## src/inc/icps_pkg.sv

```systemverilog
// icps_pkg: constants and types shared by the channel program sequencer files.
// assumes 16-bit memory words; field positions use bit 0 as the least significant bit.
package icps_pkg;

	localparam int ADDR_W  = 16;
	localparam int DATA_W  = 16;
	localparam int COUNT_W = 12;
	localparam int DEV_W   = 8;
	localparam int CTRL_W  = DATA_W + COUNT_W;

	// command word layout (leftmost printed bit is bit 15 here)
	localparam int CHAIN_POS = 15;
	localparam int ORDER_HI  = 14;
	localparam int ORDER_LO  = 12;
	localparam int COND_POS  = 11;

	// order codes
	localparam logic [2:0] ORD_JUMP    = 3'h0;
	localparam logic [2:0] ORD_RESIDUE = 3'h1;
	localparam logic [2:0] ORD_INTR    = 3'h2;
	localparam logic [2:0] ORD_END     = 3'h3;
	localparam logic [2:0] ORD_CONTROL = 3'h4;
	localparam logic [2:0] ORD_SENSE   = 3'h5;
	localparam logic [2:0] ORD_WRITE   = 3'h6;
	localparam logic [2:0] ORD_READ    = 3'h7;

	// control register: device number in low byte, command in bits 14:12
	localparam int          CMD_HI    = 14;
	localparam int          CMD_LO    = 12;
	localparam logic [2:0]  START_CMD = 3'h1;

	// device table: entry = device number times four, word 0 is the pointer
	localparam int          TABLE_SHIFT = 2;
	localparam logic [15:0] PTR_STEP    = 16'h0002;
	localparam logic [15:0] OPER_OFS    = 16'h0001;

	// register offsets (byte addresses)
	localparam logic [7:0] REG_CTRL   = 8'h00;
	localparam logic [7:0] REG_TOS    = 8'h04;
	localparam logic [7:0] REG_MODE   = 8'h08;
	localparam logic [7:0] REG_STATUS = 8'h0c;
	localparam logic [7:0] REG_PTR    = 8'h10;
	localparam logic [7:0] REG_COUNT  = 8'h14;

	// reset values
	localparam logic [15:0] CTRL_RST = 16'h0000;
	localparam logic [15:0] TOS_RST  = 16'h0000;
	localparam logic        MODE_RST = 1'b0;

	typedef enum logic [2:0] {
		ORDER_JUMP, ORDER_RESIDUE, ORDER_INTR, ORDER_END,
		ORDER_CONTROL, ORDER_SENSE, ORDER_WRITE, ORDER_READ
	} icps_order_t;

	typedef enum logic [3:0] {
		ST_IDLE, ST_MEM, ST_START, ST_DEMAND, ST_PTR, ST_CMD, ST_OPER, ST_EXEC,
		ST_WR_DATA, ST_WR_DEV, ST_RD_DEV, ST_XFER_NEXT, ST_NEXT, ST_DONE
	} icps_state_t;

endpackage : icps_pkg

```

## src/design/icps_order_decode.sv

```systemverilog
// icps_order_decode: splits a program command word into order, flags and count.
// assumes the command word is held stable by the sequencer while decoded.
`timescale 1ns/1ps
module icps_order_decode (
	input  wire logic [15:0]              cmd_word_in,
	output icps_pkg::icps_order_t         order_out,
	output logic                          chain_flag_out,
	output logic                          cond_flag_out,
	output logic [icps_pkg::COUNT_W-1:0]  count_out
);
	wire [2:0] code = cmd_word_in[icps_pkg::ORDER_HI:icps_pkg::ORDER_LO];

	assign chain_flag_out = cmd_word_in[icps_pkg::CHAIN_POS];
	assign cond_flag_out  = cmd_word_in[icps_pkg::COND_POS];
	assign count_out      = cmd_word_in[icps_pkg::COUNT_W-1:0];

	always_comb begin
		case (code)
			icps_pkg::ORD_JUMP:    order_out = icps_pkg::ORDER_JUMP;
			icps_pkg::ORD_RESIDUE: order_out = icps_pkg::ORDER_RESIDUE;
			icps_pkg::ORD_INTR:    order_out = icps_pkg::ORDER_INTR;
			icps_pkg::ORD_END:     order_out = icps_pkg::ORDER_END;
			icps_pkg::ORD_CONTROL: order_out = icps_pkg::ORDER_CONTROL;
			icps_pkg::ORD_SENSE:   order_out = icps_pkg::ORDER_SENSE;
			icps_pkg::ORD_WRITE:   order_out = icps_pkg::ORDER_WRITE;
			default:               order_out = icps_pkg::ORDER_READ;
		endcase
	end
endmodule : icps_order_decode

```

## src/design/icps_top.sv

```systemverilog
// icps_top: channel program sequencer; fetches and executes program double words.
// assumes a single-word memory port with ack, and device handshakes synchronous to core_clk_in.
// Summary of operation
// - step is command word then operand word
// - chain flag on write/read enables chaining
// - chained like orders continue one transfer
// - count is negative word count, twelve bits
// - code 000 jumps, conditional when bit set
// - code 001 stores remaining count in operand
// - code 010 raises cpu interrupt request
// - code 011 ends, stores status, optional interrupt
// - code 100 sends 28 control bits out
// - sense copies device status into operand
// - code 110 moves memory words to device
// - read moves device words into memory
// - start writes stack top as pointer
// - start loads device number and command
// - start forwarded to controller, runs independently
// - table entry at device number times four
// - multiplexer fetches pointer on channel demand
// - pointer advances per step, kept per mode
// - selector writes pointer back at completion
`timescale 1ns/1ps
module icps_top (
	input  wire logic        core_clk_in,
	input  wire logic        rst_in,
	// register bus
	input  wire logic        wb_cyc_in,
	input  wire logic        wb_stb_in,
	input  wire logic        wb_we_in,
	input  wire logic [7:0]  wb_adr_in,
	input  wire logic [3:0]  wb_sel_in,
	input  wire logic [31:0] wb_dat_in,
	output logic [31:0]      wb_dat_out,
	output logic             wb_ack_out,
	// main memory
	output logic             mem_req_out,
	output logic             mem_we_out,
	output logic [15:0]      mem_addr_out,
	output logic [15:0]      mem_wdata_out,
	input  wire logic [15:0] mem_rdata_in,
	input  wire logic        mem_ack_in,
	// channel and device controller
	input  wire logic        chan_demand_in,
	output logic             dev_start_out,
	output logic [7:0]       dev_num_out,
	input  wire logic        dev_jump_ok_in,
	input  wire logic [15:0] dev_status_in,
	output logic             dev_ctrl_valid_out,
	output logic [27:0]      dev_ctrl_data_out,
	output logic             dev_xfer_active_out,
	output logic             dev_xfer_read_out,
	output logic             dev_wvalid_out,
	output logic [15:0]      dev_wdata_out,
	input  wire logic        dev_wready_in,
	input  wire logic        dev_rvalid_in,
	input  wire logic [15:0] dev_rdata_in,
	output logic             dev_rready_out,
	output logic             cpu_irq_out,
	output logic             prog_done_out
);
	icps_pkg::icps_state_t state_reg;
	icps_pkg::icps_state_t ret_reg;
	icps_pkg::icps_order_t order;

	logic [15:0] ptr_reg;
	logic [15:0] step_reg;
	logic [15:0] cmd_reg;
	logic [15:0] oper_reg;
	logic [15:0] data_addr_reg;
	logic [11:0] count_reg;
	logic [15:0] mem_addr_reg;
	logic [15:0] mem_wdata_reg;
	logic        mem_we_reg;
	logic [15:0] rdata_reg;
	logic        chain_reg;
	logic        xfer_reg;
	logic        xfer_read_reg;
	logic        start_pulse_reg;
	logic        ctrl_valid_reg;
	logic [27:0] ctrl_data_reg;
	logic        irq_reg;
	logic        done_reg;
	logic [15:0] wdata_reg;
	logic [7:0]  dev_latch_reg;

	wire [7:0]  reg_dev_num;
	wire [15:0] reg_tos;
	wire        selector_mode;
	wire        start_req;
	wire        chain_flag;
	wire        cond_flag;
	wire [11:0] cmd_count;
	wire        busy = (state_reg != icps_pkg::ST_IDLE);

	// table entry address = device number times four
	wire [15:0] table_addr = {6'h00, dev_latch_reg, 2'b00};
	wire [11:0] count_inc  = count_reg + 12'h001;
	wire        count_last = (count_inc == 12'h000);
	wire        jump_taken = ~cond_flag | dev_jump_ok_in;
	wire        is_xfer    = (order == icps_pkg::ORDER_WRITE) | (order == icps_pkg::ORDER_READ);
	wire        same_dir   = xfer_read_reg == (order == icps_pkg::ORDER_READ);
	// a chained like order keeps the transfer open without a new start
	wire        chain_cont = chain_reg & xfer_reg & is_xfer & same_dir;

	icps_wb_regs u_regs (
		.core_clk_in       (core_clk_in),
		.rst_in            (rst_in),
		.wb_cyc_in         (wb_cyc_in),
		.wb_stb_in         (wb_stb_in),
		.wb_we_in          (wb_we_in),
		.wb_adr_in         (wb_adr_in),
		.wb_sel_in         (wb_sel_in),
		.wb_dat_in         (wb_dat_in),
		.wb_dat_out        (wb_dat_out),
		.wb_ack_out        (wb_ack_out),
		.busy_in           (busy),
		.chain_in          (chain_reg),
		.ptr_in            (ptr_reg),
		.count_in          (count_reg),
		.dev_num_out       (reg_dev_num),
		.tos_out           (reg_tos),
		.selector_mode_out (selector_mode),
		.start_out         (start_req)
	);

	// command word fields
	icps_order_decode u_dec (
		.cmd_word_in    (cmd_reg),
		.order_out      (order),
		.chain_flag_out (chain_flag),
		.cond_flag_out  (cond_flag),
		.count_out      (cmd_count)
	);

	// every memory access parks in ST_MEM and returns to ret_reg on ack
	always_ff @(posedge core_clk_in or posedge rst_in) begin
		if (rst_in) begin
			state_reg       <= icps_pkg::ST_IDLE;
			ret_reg         <= icps_pkg::ST_IDLE;
			ptr_reg         <= 16'h0000;
			step_reg        <= 16'h0000;
			cmd_reg         <= 16'h0000;
			oper_reg        <= 16'h0000;
			data_addr_reg   <= 16'h0000;
			count_reg       <= 12'h000;
			mem_addr_reg    <= 16'h0000;
			mem_wdata_reg   <= 16'h0000;
			mem_we_reg      <= 1'b0;
			rdata_reg       <= 16'h0000;
			chain_reg       <= 1'b0;
			xfer_reg        <= 1'b0;
			xfer_read_reg   <= 1'b0;
			start_pulse_reg <= 1'b0;
			ctrl_valid_reg  <= 1'b0;
			ctrl_data_reg   <= 28'h0;
			irq_reg         <= 1'b0;
			done_reg        <= 1'b0;
			wdata_reg       <= 16'h0000;
			dev_latch_reg   <= 8'h00;
		end else begin
			start_pulse_reg <= 1'b0;
			ctrl_valid_reg  <= 1'b0;
			irq_reg         <= 1'b0;
			done_reg        <= 1'b0;
			case (state_reg)
				icps_pkg::ST_IDLE: begin
					if (start_req) begin
						// stack top becomes the program pointer
						dev_latch_reg <= reg_dev_num;
						mem_addr_reg  <= {6'h00, reg_dev_num, 2'b00};
						mem_wdata_reg <= reg_tos;
						mem_we_reg    <= 1'b1;
						ptr_reg       <= reg_tos;
						chain_reg     <= 1'b0;
						xfer_reg      <= 1'b0;
						ret_reg       <= icps_pkg::ST_START;
						state_reg     <= icps_pkg::ST_MEM;
					end
				end
				icps_pkg::ST_MEM: begin
					if (mem_ack_in) begin
						rdata_reg <= mem_rdata_in;
						state_reg <= ret_reg;
					end
				end
				icps_pkg::ST_START: begin
					// controller is told to start; cpu side is already free
					start_pulse_reg <= 1'b1;
					state_reg       <= icps_pkg::ST_DEMAND;
				end
				icps_pkg::ST_DEMAND: begin
					// multiplexer reads the table pointer on each demand,
					// selector reads it itself only once
					if (selector_mode | chan_demand_in) begin
						mem_addr_reg <= table_addr;
						mem_we_reg   <= 1'b0;
						ret_reg      <= icps_pkg::ST_PTR;
						state_reg    <= icps_pkg::ST_MEM;
					end
				end
				icps_pkg::ST_PTR: begin
					ptr_reg      <= rdata_reg;
					step_reg     <= rdata_reg;
					mem_addr_reg <= rdata_reg;
					mem_we_reg   <= 1'b0;
					ret_reg      <= icps_pkg::ST_CMD;
					state_reg    <= icps_pkg::ST_MEM;
				end
				icps_pkg::ST_CMD: begin
					cmd_reg      <= rdata_reg;
					mem_addr_reg <= step_reg + icps_pkg::OPER_OFS;
					ret_reg      <= icps_pkg::ST_OPER;
					state_reg    <= icps_pkg::ST_MEM;
				end
				icps_pkg::ST_OPER: begin
					oper_reg  <= rdata_reg;
					// pointer moves to the next double word
					ptr_reg   <= step_reg + icps_pkg::PTR_STEP;
					state_reg <= icps_pkg::ST_EXEC;
				end
				icps_pkg::ST_EXEC: begin
					state_reg <= icps_pkg::ST_NEXT;
					// a transfer that is not continued by chaining is closed here
					if (!chain_cont)
						xfer_reg <= 1'b0;
					chain_reg <= 1'b0;
					case (order)
						icps_pkg::ORDER_JUMP: begin
							// controller decides only when the condition bit is set
							if (jump_taken)
								ptr_reg <= oper_reg;
						end
						icps_pkg::ORDER_RESIDUE: begin
							// remaining count goes into the operand word
							mem_addr_reg  <= step_reg + icps_pkg::OPER_OFS;
							mem_wdata_reg <= {4'h0, count_reg};
							mem_we_reg    <= 1'b1;
							ret_reg       <= icps_pkg::ST_NEXT;
							state_reg     <= icps_pkg::ST_MEM;
						end
						icps_pkg::ORDER_INTR: begin
							irq_reg <= 1'b1;
						end
						icps_pkg::ORDER_END: begin
							// status into operand word, interrupt only on bit set
							irq_reg       <= cond_flag;
							mem_addr_reg  <= step_reg + icps_pkg::OPER_OFS;
							mem_wdata_reg <= dev_status_in;
							mem_we_reg    <= 1'b1;
							ret_reg       <= icps_pkg::ST_DONE;
							state_reg     <= icps_pkg::ST_MEM;
						end
						icps_pkg::ORDER_CONTROL: begin
							ctrl_valid_reg <= 1'b1;
							ctrl_data_reg  <= {oper_reg, cmd_count};
						end
						icps_pkg::ORDER_SENSE: begin
							mem_addr_reg  <= step_reg + icps_pkg::OPER_OFS;
							mem_wdata_reg <= dev_status_in;
							mem_we_reg    <= 1'b1;
							ret_reg       <= icps_pkg::ST_NEXT;
							state_reg     <= icps_pkg::ST_MEM;
						end
						default: begin
							// negative word count; zero means a full 4096 words
							count_reg     <= cmd_count;
							data_addr_reg <= oper_reg;
							chain_reg     <= chain_flag;
							xfer_reg      <= 1'b1;
							xfer_read_reg <= (order == icps_pkg::ORDER_READ);
							if (order == icps_pkg::ORDER_READ) begin
								state_reg <= icps_pkg::ST_RD_DEV;
							end else begin
								mem_addr_reg <= oper_reg;
								mem_we_reg   <= 1'b0;
								ret_reg      <= icps_pkg::ST_WR_DATA;
								state_reg    <= icps_pkg::ST_MEM;
							end
						end
					endcase
				end
				icps_pkg::ST_WR_DATA: begin
					wdata_reg <= rdata_reg;
					state_reg <= icps_pkg::ST_WR_DEV;
				end
				icps_pkg::ST_WR_DEV: begin
					if (dev_wready_in)
						state_reg <= icps_pkg::ST_XFER_NEXT;
				end
				icps_pkg::ST_RD_DEV: begin
					if (dev_rvalid_in) begin
						mem_addr_reg  <= data_addr_reg;
						mem_wdata_reg <= dev_rdata_in;
						mem_we_reg    <= 1'b1;
						ret_reg       <= icps_pkg::ST_XFER_NEXT;
						state_reg     <= icps_pkg::ST_MEM;
					end
				end
				icps_pkg::ST_XFER_NEXT: begin
					// one step per word, finished when the count wraps to zero
					count_reg     <= count_inc;
					data_addr_reg <= data_addr_reg + 16'h0001;
					if (count_last) begin
						state_reg <= icps_pkg::ST_NEXT;
						if (!chain_reg)
							xfer_reg <= 1'b0;
					end else if (xfer_read_reg) begin
						state_reg <= icps_pkg::ST_RD_DEV;
					end else begin
						mem_addr_reg <= data_addr_reg + 16'h0001;
						mem_we_reg   <= 1'b0;
						ret_reg      <= icps_pkg::ST_WR_DATA;
						state_reg    <= icps_pkg::ST_MEM;
					end
				end
				icps_pkg::ST_NEXT: begin
					// multiplexer keeps the live pointer in the table after every step but the end order
					step_reg <= ptr_reg;
					if (selector_mode) begin
						mem_addr_reg <= ptr_reg;
						mem_we_reg   <= 1'b0;
						ret_reg      <= icps_pkg::ST_CMD;
						state_reg    <= icps_pkg::ST_MEM;
					end else begin
						mem_addr_reg  <= table_addr;
						mem_wdata_reg <= ptr_reg;
						mem_we_reg    <= 1'b1;
						ret_reg       <= icps_pkg::ST_DEMAND;
						state_reg     <= icps_pkg::ST_MEM;
					end
				end
				icps_pkg::ST_DONE: begin
					xfer_reg <= 1'b0;
					if (selector_mode & ~mem_we_reg) begin
						done_reg  <= 1'b1;
						state_reg <= icps_pkg::ST_IDLE;
					end else if (selector_mode) begin
						// selector returns its private pointer to the table
						mem_addr_reg  <= table_addr;
						mem_wdata_reg <= ptr_reg;
						mem_we_reg    <= 1'b0;
						ret_reg       <= icps_pkg::ST_DONE;
						state_reg     <= icps_pkg::ST_MEM;
					end else begin
						done_reg  <= 1'b1;
						state_reg <= icps_pkg::ST_IDLE;
					end
				end
				default: state_reg <= icps_pkg::ST_IDLE;
			endcase
		end
	end

	// the memory write strobe is derived from the access state, so the done-state
	// write-back is issued as a write even though mem_we_reg marks it finished
	wire wb_back = (state_reg == icps_pkg::ST_MEM) & (ret_reg == icps_pkg::ST_DONE) &
		selector_mode & (mem_addr_reg == table_addr) & ~mem_we_reg;

	assign mem_req_out         = (state_reg == icps_pkg::ST_MEM);
	assign mem_we_out          = mem_we_reg | wb_back;
	assign mem_addr_out        = mem_addr_reg;
	assign mem_wdata_out       = mem_wdata_reg;
	assign dev_start_out       = start_pulse_reg;
	assign dev_num_out         = dev_latch_reg;
	assign dev_ctrl_valid_out  = ctrl_valid_reg;
	assign dev_ctrl_data_out   = ctrl_data_reg;
	assign dev_xfer_active_out = xfer_reg;
	assign dev_xfer_read_out   = xfer_read_reg;
	assign dev_wvalid_out      = (state_reg == icps_pkg::ST_WR_DEV);
	assign dev_wdata_out       = wdata_reg;
	assign dev_rready_out      = (state_reg == icps_pkg::ST_RD_DEV);
	assign cpu_irq_out         = irq_reg;
	assign prog_done_out       = done_reg;
endmodule : icps_top

```

## src/design/icps_wb_regs.sv

```systemverilog
// icps_wb_regs: classic wishbone slave holding the start and mode registers.
// assumes single-cycle classic transfers; ack follows one cycle after the request.
`timescale 1ns/1ps
module icps_wb_regs (
	input  wire logic        core_clk_in,
	input  wire logic        rst_in,
	input  wire logic        wb_cyc_in,
	input  wire logic        wb_stb_in,
	input  wire logic        wb_we_in,
	input  wire logic [7:0]  wb_adr_in,
	input  wire logic [3:0]  wb_sel_in,
	input  wire logic [31:0] wb_dat_in,
	output logic [31:0]      wb_dat_out,
	output logic             wb_ack_out,
	input  wire logic        busy_in,
	input  wire logic        chain_in,
	input  wire logic [15:0] ptr_in,
	input  wire logic [11:0] count_in,
	output logic [7:0]       dev_num_out,
	output logic [15:0]      tos_out,
	output logic             selector_mode_out,
	output logic             start_out
);
	logic [15:0] ctrl_reg;
	logic [15:0] tos_reg;
	logic        mode_reg;
	logic        ack_reg;
	logic        start_reg;
	logic [31:0] rdata_reg;

	wire req      = wb_cyc_in & wb_stb_in & ~ack_reg;
	wire wr_lo    = req & wb_we_in & wb_sel_in[0];
	wire wr_hi    = req & wb_we_in & wb_sel_in[1];
	wire hit_ctrl = (wb_adr_in == icps_pkg::REG_CTRL);
	wire hit_tos  = (wb_adr_in == icps_pkg::REG_TOS);
	wire hit_mode = (wb_adr_in == icps_pkg::REG_MODE);
	wire start_wr = wr_hi & hit_ctrl & ~busy_in &
		(wb_dat_in[icps_pkg::CMD_HI:icps_pkg::CMD_LO] == icps_pkg::START_CMD);
	logic [31:0] rd_mux;

	// unmapped addresses answer with zero data and are otherwise ignored
	always_comb begin
		if (hit_ctrl)
			rd_mux = {16'h0000, ctrl_reg};
		else if (hit_tos)
			rd_mux = {16'h0000, tos_reg};
		else if (hit_mode)
			rd_mux = {31'h0, mode_reg};
		else if (wb_adr_in == icps_pkg::REG_STATUS)
			rd_mux = {30'h0, chain_in, busy_in};
		else if (wb_adr_in == icps_pkg::REG_PTR)
			rd_mux = {16'h0000, ptr_in};
		else if (wb_adr_in == icps_pkg::REG_COUNT)
			rd_mux = {20'h0, count_in};
		else
			rd_mux = 32'h0;
	end

	always_ff @(posedge core_clk_in or posedge rst_in) begin
		if (rst_in) begin
			ctrl_reg  <= icps_pkg::CTRL_RST;
			tos_reg   <= icps_pkg::TOS_RST;
			mode_reg  <= icps_pkg::MODE_RST;
			ack_reg   <= 1'b0;
			start_reg <= 1'b0;
			rdata_reg <= 32'h0;
		end else begin
			ack_reg   <= req;
			rdata_reg <= req ? rd_mux : rdata_reg;
			start_reg <= start_wr;
			// device number low byte, start command in bits 14:12
			if (wr_lo & hit_ctrl)
				ctrl_reg[7:0] <= wb_dat_in[7:0];
			if (wr_hi & hit_ctrl)
				ctrl_reg[15:8] <= wb_dat_in[15:8];
			if (wr_lo & hit_tos)
				tos_reg[7:0] <= wb_dat_in[7:0];
			if (wr_hi & hit_tos)
				tos_reg[15:8] <= wb_dat_in[15:8];
			if (wr_lo & hit_mode)
				mode_reg <= wb_dat_in[0];
		end
	end

	assign wb_ack_out        = ack_reg;
	assign wb_dat_out        = rdata_reg;
	assign dev_num_out       = ctrl_reg[7:0];
	assign tos_out           = tos_reg;
	assign selector_mode_out = mode_reg;
	assign start_out         = start_reg;
endmodule : icps_wb_regs

```

## config.mk

```make
export PLATFORM = sky130hd
export DESIGN_NAME = icps_top
export DESIGN_NICKNAME = d
export VERILOG_FILES = /design/src/inc/icps_pkg.sv /design/src/design/icps_order_decode.sv /design/src/design/icps_top.sv /design/src/design/icps_wb_regs.sv
export SDC_FILE = /design/constraint.sdc
export NUM_CORES = 1
export LEC_CHECK = 0
export CORE_ASPECT_RATIO = 2
export CORE_UTILIZATION = 50
export CTS_BUF_LIST = sky130_fd_sc_hd__clkbuf_8
export DETAILED_ROUTE_END_ITERATION = 10
export DONT_BUFFER_PORTS = 1
export PLACE_DENSITY = 0.63
export SLEW_MARGIN = 5
export SYNTH_ARGS = -nofsm -noshare
export SYNTH_HDL_FRONTEND = slang
export SYNTH_SLANG_ARGS = --single-unit
```

## constraint.sdc

```tcl
create_clock -name core_clk_in -period 25.2 [get_ports core_clk_in]
set_input_delay 5.04 -clock core_clk_in [delete_from_list [all_inputs] [get_ports core_clk_in]]
set_output_delay 5.04 -clock core_clk_in [all_outputs]
set_load 0.01 [all_outputs]
```

==> results.ini <==
[worst_setup_path]
worst-setup-path-type = register to output pin
timing.reg2reg.worst_path_depth = 8
cp-end-kind = output pin
worst-r2r-setup-slack_ns = 21.18
critPathMaxFanout = 48
worst_setup_path_endpoint = mem_we_out
end_of_the_worst_register_to_register_path = ret_reg[1]$_DFFE_PP0P_
timing_startpoint_of_the_critical_path = state_reg[0]$_DFFE_PP0P_
crit_path_start_kind = register
cp.arrival_ns = 2.92
timing.rr.start = state_reg[1]$_DFFE_PP0P_
crit_required_ns = 20.16

[status]
outcome = complete, no violations

[clock_network]
cts_repair_resize_count = 0
cts.root.buffer_cell = sky130_fd_sc_hd__clkbuf_8
ctsLongestPathBuffers = 3
cts_sinks = 259
clk_latency_ns = 0.57
clk_pin_slew_worst_paths_ns = 0.07
clock_tree.htree_level_count = 2
cts.hold.buffers_added = 0
numCtsBuffers = 39
cts.repair_timing.setup_buffer_count = 0
cts_tree = yes

[die]
initial_core_util_pct = 50.8
chipHeight_um = 239
die_area_um2 = 28700
placementRows = 86
floorplan.core_area_um2 = 27500
die-width_um = 120
ios = 229

[routing]
detail_route.drc_violations = 0
vias_per_cell = 6.69
drt_first_iter_violations = 885
finalWirelength_mm = 50.1
vias = 11900
route.met3.wl_mm = 3.72
met1Wirelength_mm = 16.7
drt.antenna.violating_nets = 0
top_layer = met4
wire_per_inst_um = 28.3
dr.pass1.iters = 7
routed-wl-met2_mm = 25.2

[timing]
hold_slack_ns = 0.494
finalClockSkew_ns = 0.0177
setup_ws_ns = 17.24
max_slew_margin_pct = 16.8
setup_violations = 0
rsz0062_at_grt = false
number_of_hold_violations_in_the_final_report = 0
setup_tns_ns = 0
max_clock_freq_mhz = 126
final_period_minus_worst_setup_slack_ns = 7.96
drv_slew = 0
final_min_period_over_clock_period_pct = 31.6
worst_slew_pin_slew_ns = 1.24

[global_routing]
globalRouteTotalUtil_pct = 35.5
largest_net_degree_at_the_start_of_global_routing = 126
grt_pass1_wl_mm = 74.7
antenna_found_initial = 2
first_global_vias = 11800
grt_overflow_total = 0

[logic_synthesis]
synth-adder-area-share_pct = 0.358
synth_mux_area_share_pct = 12.6
yosys_most_used_dff = sky130_fd_sc_hd__dfrtp_1
number_of_enable_type_register_cells_in_the_synthesized_netlist = 0
synth_compound_area_share_pct = 17.2
synthesis.area_per_instance_um2 = 9.72
synth.top_cells.by_area = sky130_fd_sc_hd__dfrtp_1 46%, sky130_fd_sc_hd__mux2_2 11%, sky130_fd_sc_hd__nand2_1 5.5%
synth_top_cell_area_share_pct = 46.3
yosysSeqAreaShare_pct = 46.3
async_flop_share_pct = 100
post_synth_xor_area_fraction_pct = 3.32
number_of_warnings_issued_by_yosys = 0
dominant_combinational_cell_family_by_area_after_synthesis = compound AO/OA/AOI/OAI gates
synthesis.instances = 1439
synth.distinct_cells = 73
netlist_area_um2 = 14000
synth_simple_gate_area_share_pct = 15.5
post-synth-top-area-cell = sky130_fd_sc_hd__dfrtp_1
synth-seq-cells = 259

[final_layout]
fillCellCount = 2584
layout.cells.most_common_list = 259 x sky130_fd_sc_hd__dfrtp_1, 205 x sky130_fd_sc_hd__nand2_1, 139 x sky130_fd_sc_hd__mux2_2, 102 x sky130_fd_sc_hd__nor2_1, 76 x sky130_fd_sc_hd__o21ai_0
largest_register_ffs = 28
fin_nets = 1498
layout_commonest_cell = sky130_fd_sc_hd__dfrtp_1
layout-drive-gt1-share_pct = 17.2
area_growth_pct = 7.29
post_route_cell_area_um2 = 15000

[place]
gpl.final_weighted_congestion = 0.976
io_buffer_count = 0
place_ws_ns = 17.66
dp_hpwl_mm = 36.7
dpl_cell_area_um2 = 14100

[hold_path]
hold_path_class = register to register
hold_path_depth = 1

[power]
ir_worst_vdd_mv = 0.0771
power.static_leakage_uw = 0.00670
p_per_area_nw_per_um2 = 113

[run]
max_cap_viols = 0

==> through the flow <==
step	std cells	total power, µW	utilization [%]
detailed placement	1703	1300	51.4
global placement	1703	1290	51.4
floorplan	1454	1080	-
finish	1772	1700	54.5
CTS	1770	1690	54.5
global route	1772	1770	54.5
==> synthesized netlist by cell type (all sizes together) (17+ instances only) <==
cell,number
dfrtp,259
o21ai,77
a21oi,62
a221oi,19
clkbuf,80
nor2,108
xor2,22
nand2,205
o22ai,17
inv,21
xnor2,31
nand3,40
nand4,18
buf,47
mux2i,20
a22oi,32
a222oi,25
mux2,139
nor3,22
==> layout make-up <==
class,instances,area (µm²),share of cell area [%]
diodes,2,5.00,0.0333
multi-input cells,1046,6960,46.3
clock buffers,45,619,4.13
well taps,352,440,2.93
inverters,22,90.1,0.600
clock inverters,22,238,1.58
repair buffers,24,180,1.20
flip-flops and latches,259,6480,43.2
==> worst min path at each step <==
stage | from | end | slack, ns
floorplan | cmd_reg[10]$_DFFE_PP0P_ | dev_ctrl_data_out[10]$_DFFE_PP0P_ | 0.45
global placement | cmd_reg[15]$_DFFE_PP0P_ | chain_reg$_DFFE_PP0P_ | 0.47
detailed placement | cmd_reg[15]$_DFFE_PP0P_ | chain_reg$_DFFE_PP0P_ | 0.49
CTS | cmd_reg[15]$_DFFE_PP0P_ | chain_reg$_DFFE_PP0P_ | 0.50
global route | u_regs.ctrl_reg[15]$_DFFE_PP0P_ | u_regs.ctrl_reg[15]$_DFFE_PP0P_ | 0.53
finish | cmd_reg[15]$_DFFE_PP0P_ | chain_reg$_DFFE_PP0P_ | 0.49
==> where the power goes <==
group	internal (µW)	switching (µW)
combinational	226	338
sequential	526	221
clock	216	174
total	968	733
==> critical path: stages (launching register included) <==
cell	delay, ns
sky130_fd_sc_hd__dfrtp_1	0.32
sky130_fd_sc_hd__buf_4	0.46
sky130_fd_sc_hd__nand2b_1	0.37
sky130_fd_sc_hd__nor2_1	0.38
sky130_fd_sc_hd__nand2_1	0.16
sky130_fd_sc_hd__o41ai_1	0.64
==> metal layers <==
layer  vias to the layer above  GRT usage (%)
met5                         -              0
met4                         0           27.8
met3                       198           6.35
met2                       670           61.0
met1                      5836           38.1
li1                       5146              -
==> cells by family after synthesis <==
family / after synthesis
AND/OR/NAND/NOR: 468
AO/OA/AOI/OAI: 346
flip-flops: 259
multiplexers: 159
buffers and inverters: 149
XOR/XNOR: 53
adder cells (fa/ha/maj): 4
other: 1
No activity file was read; power rests on OpenSTA's default activity.
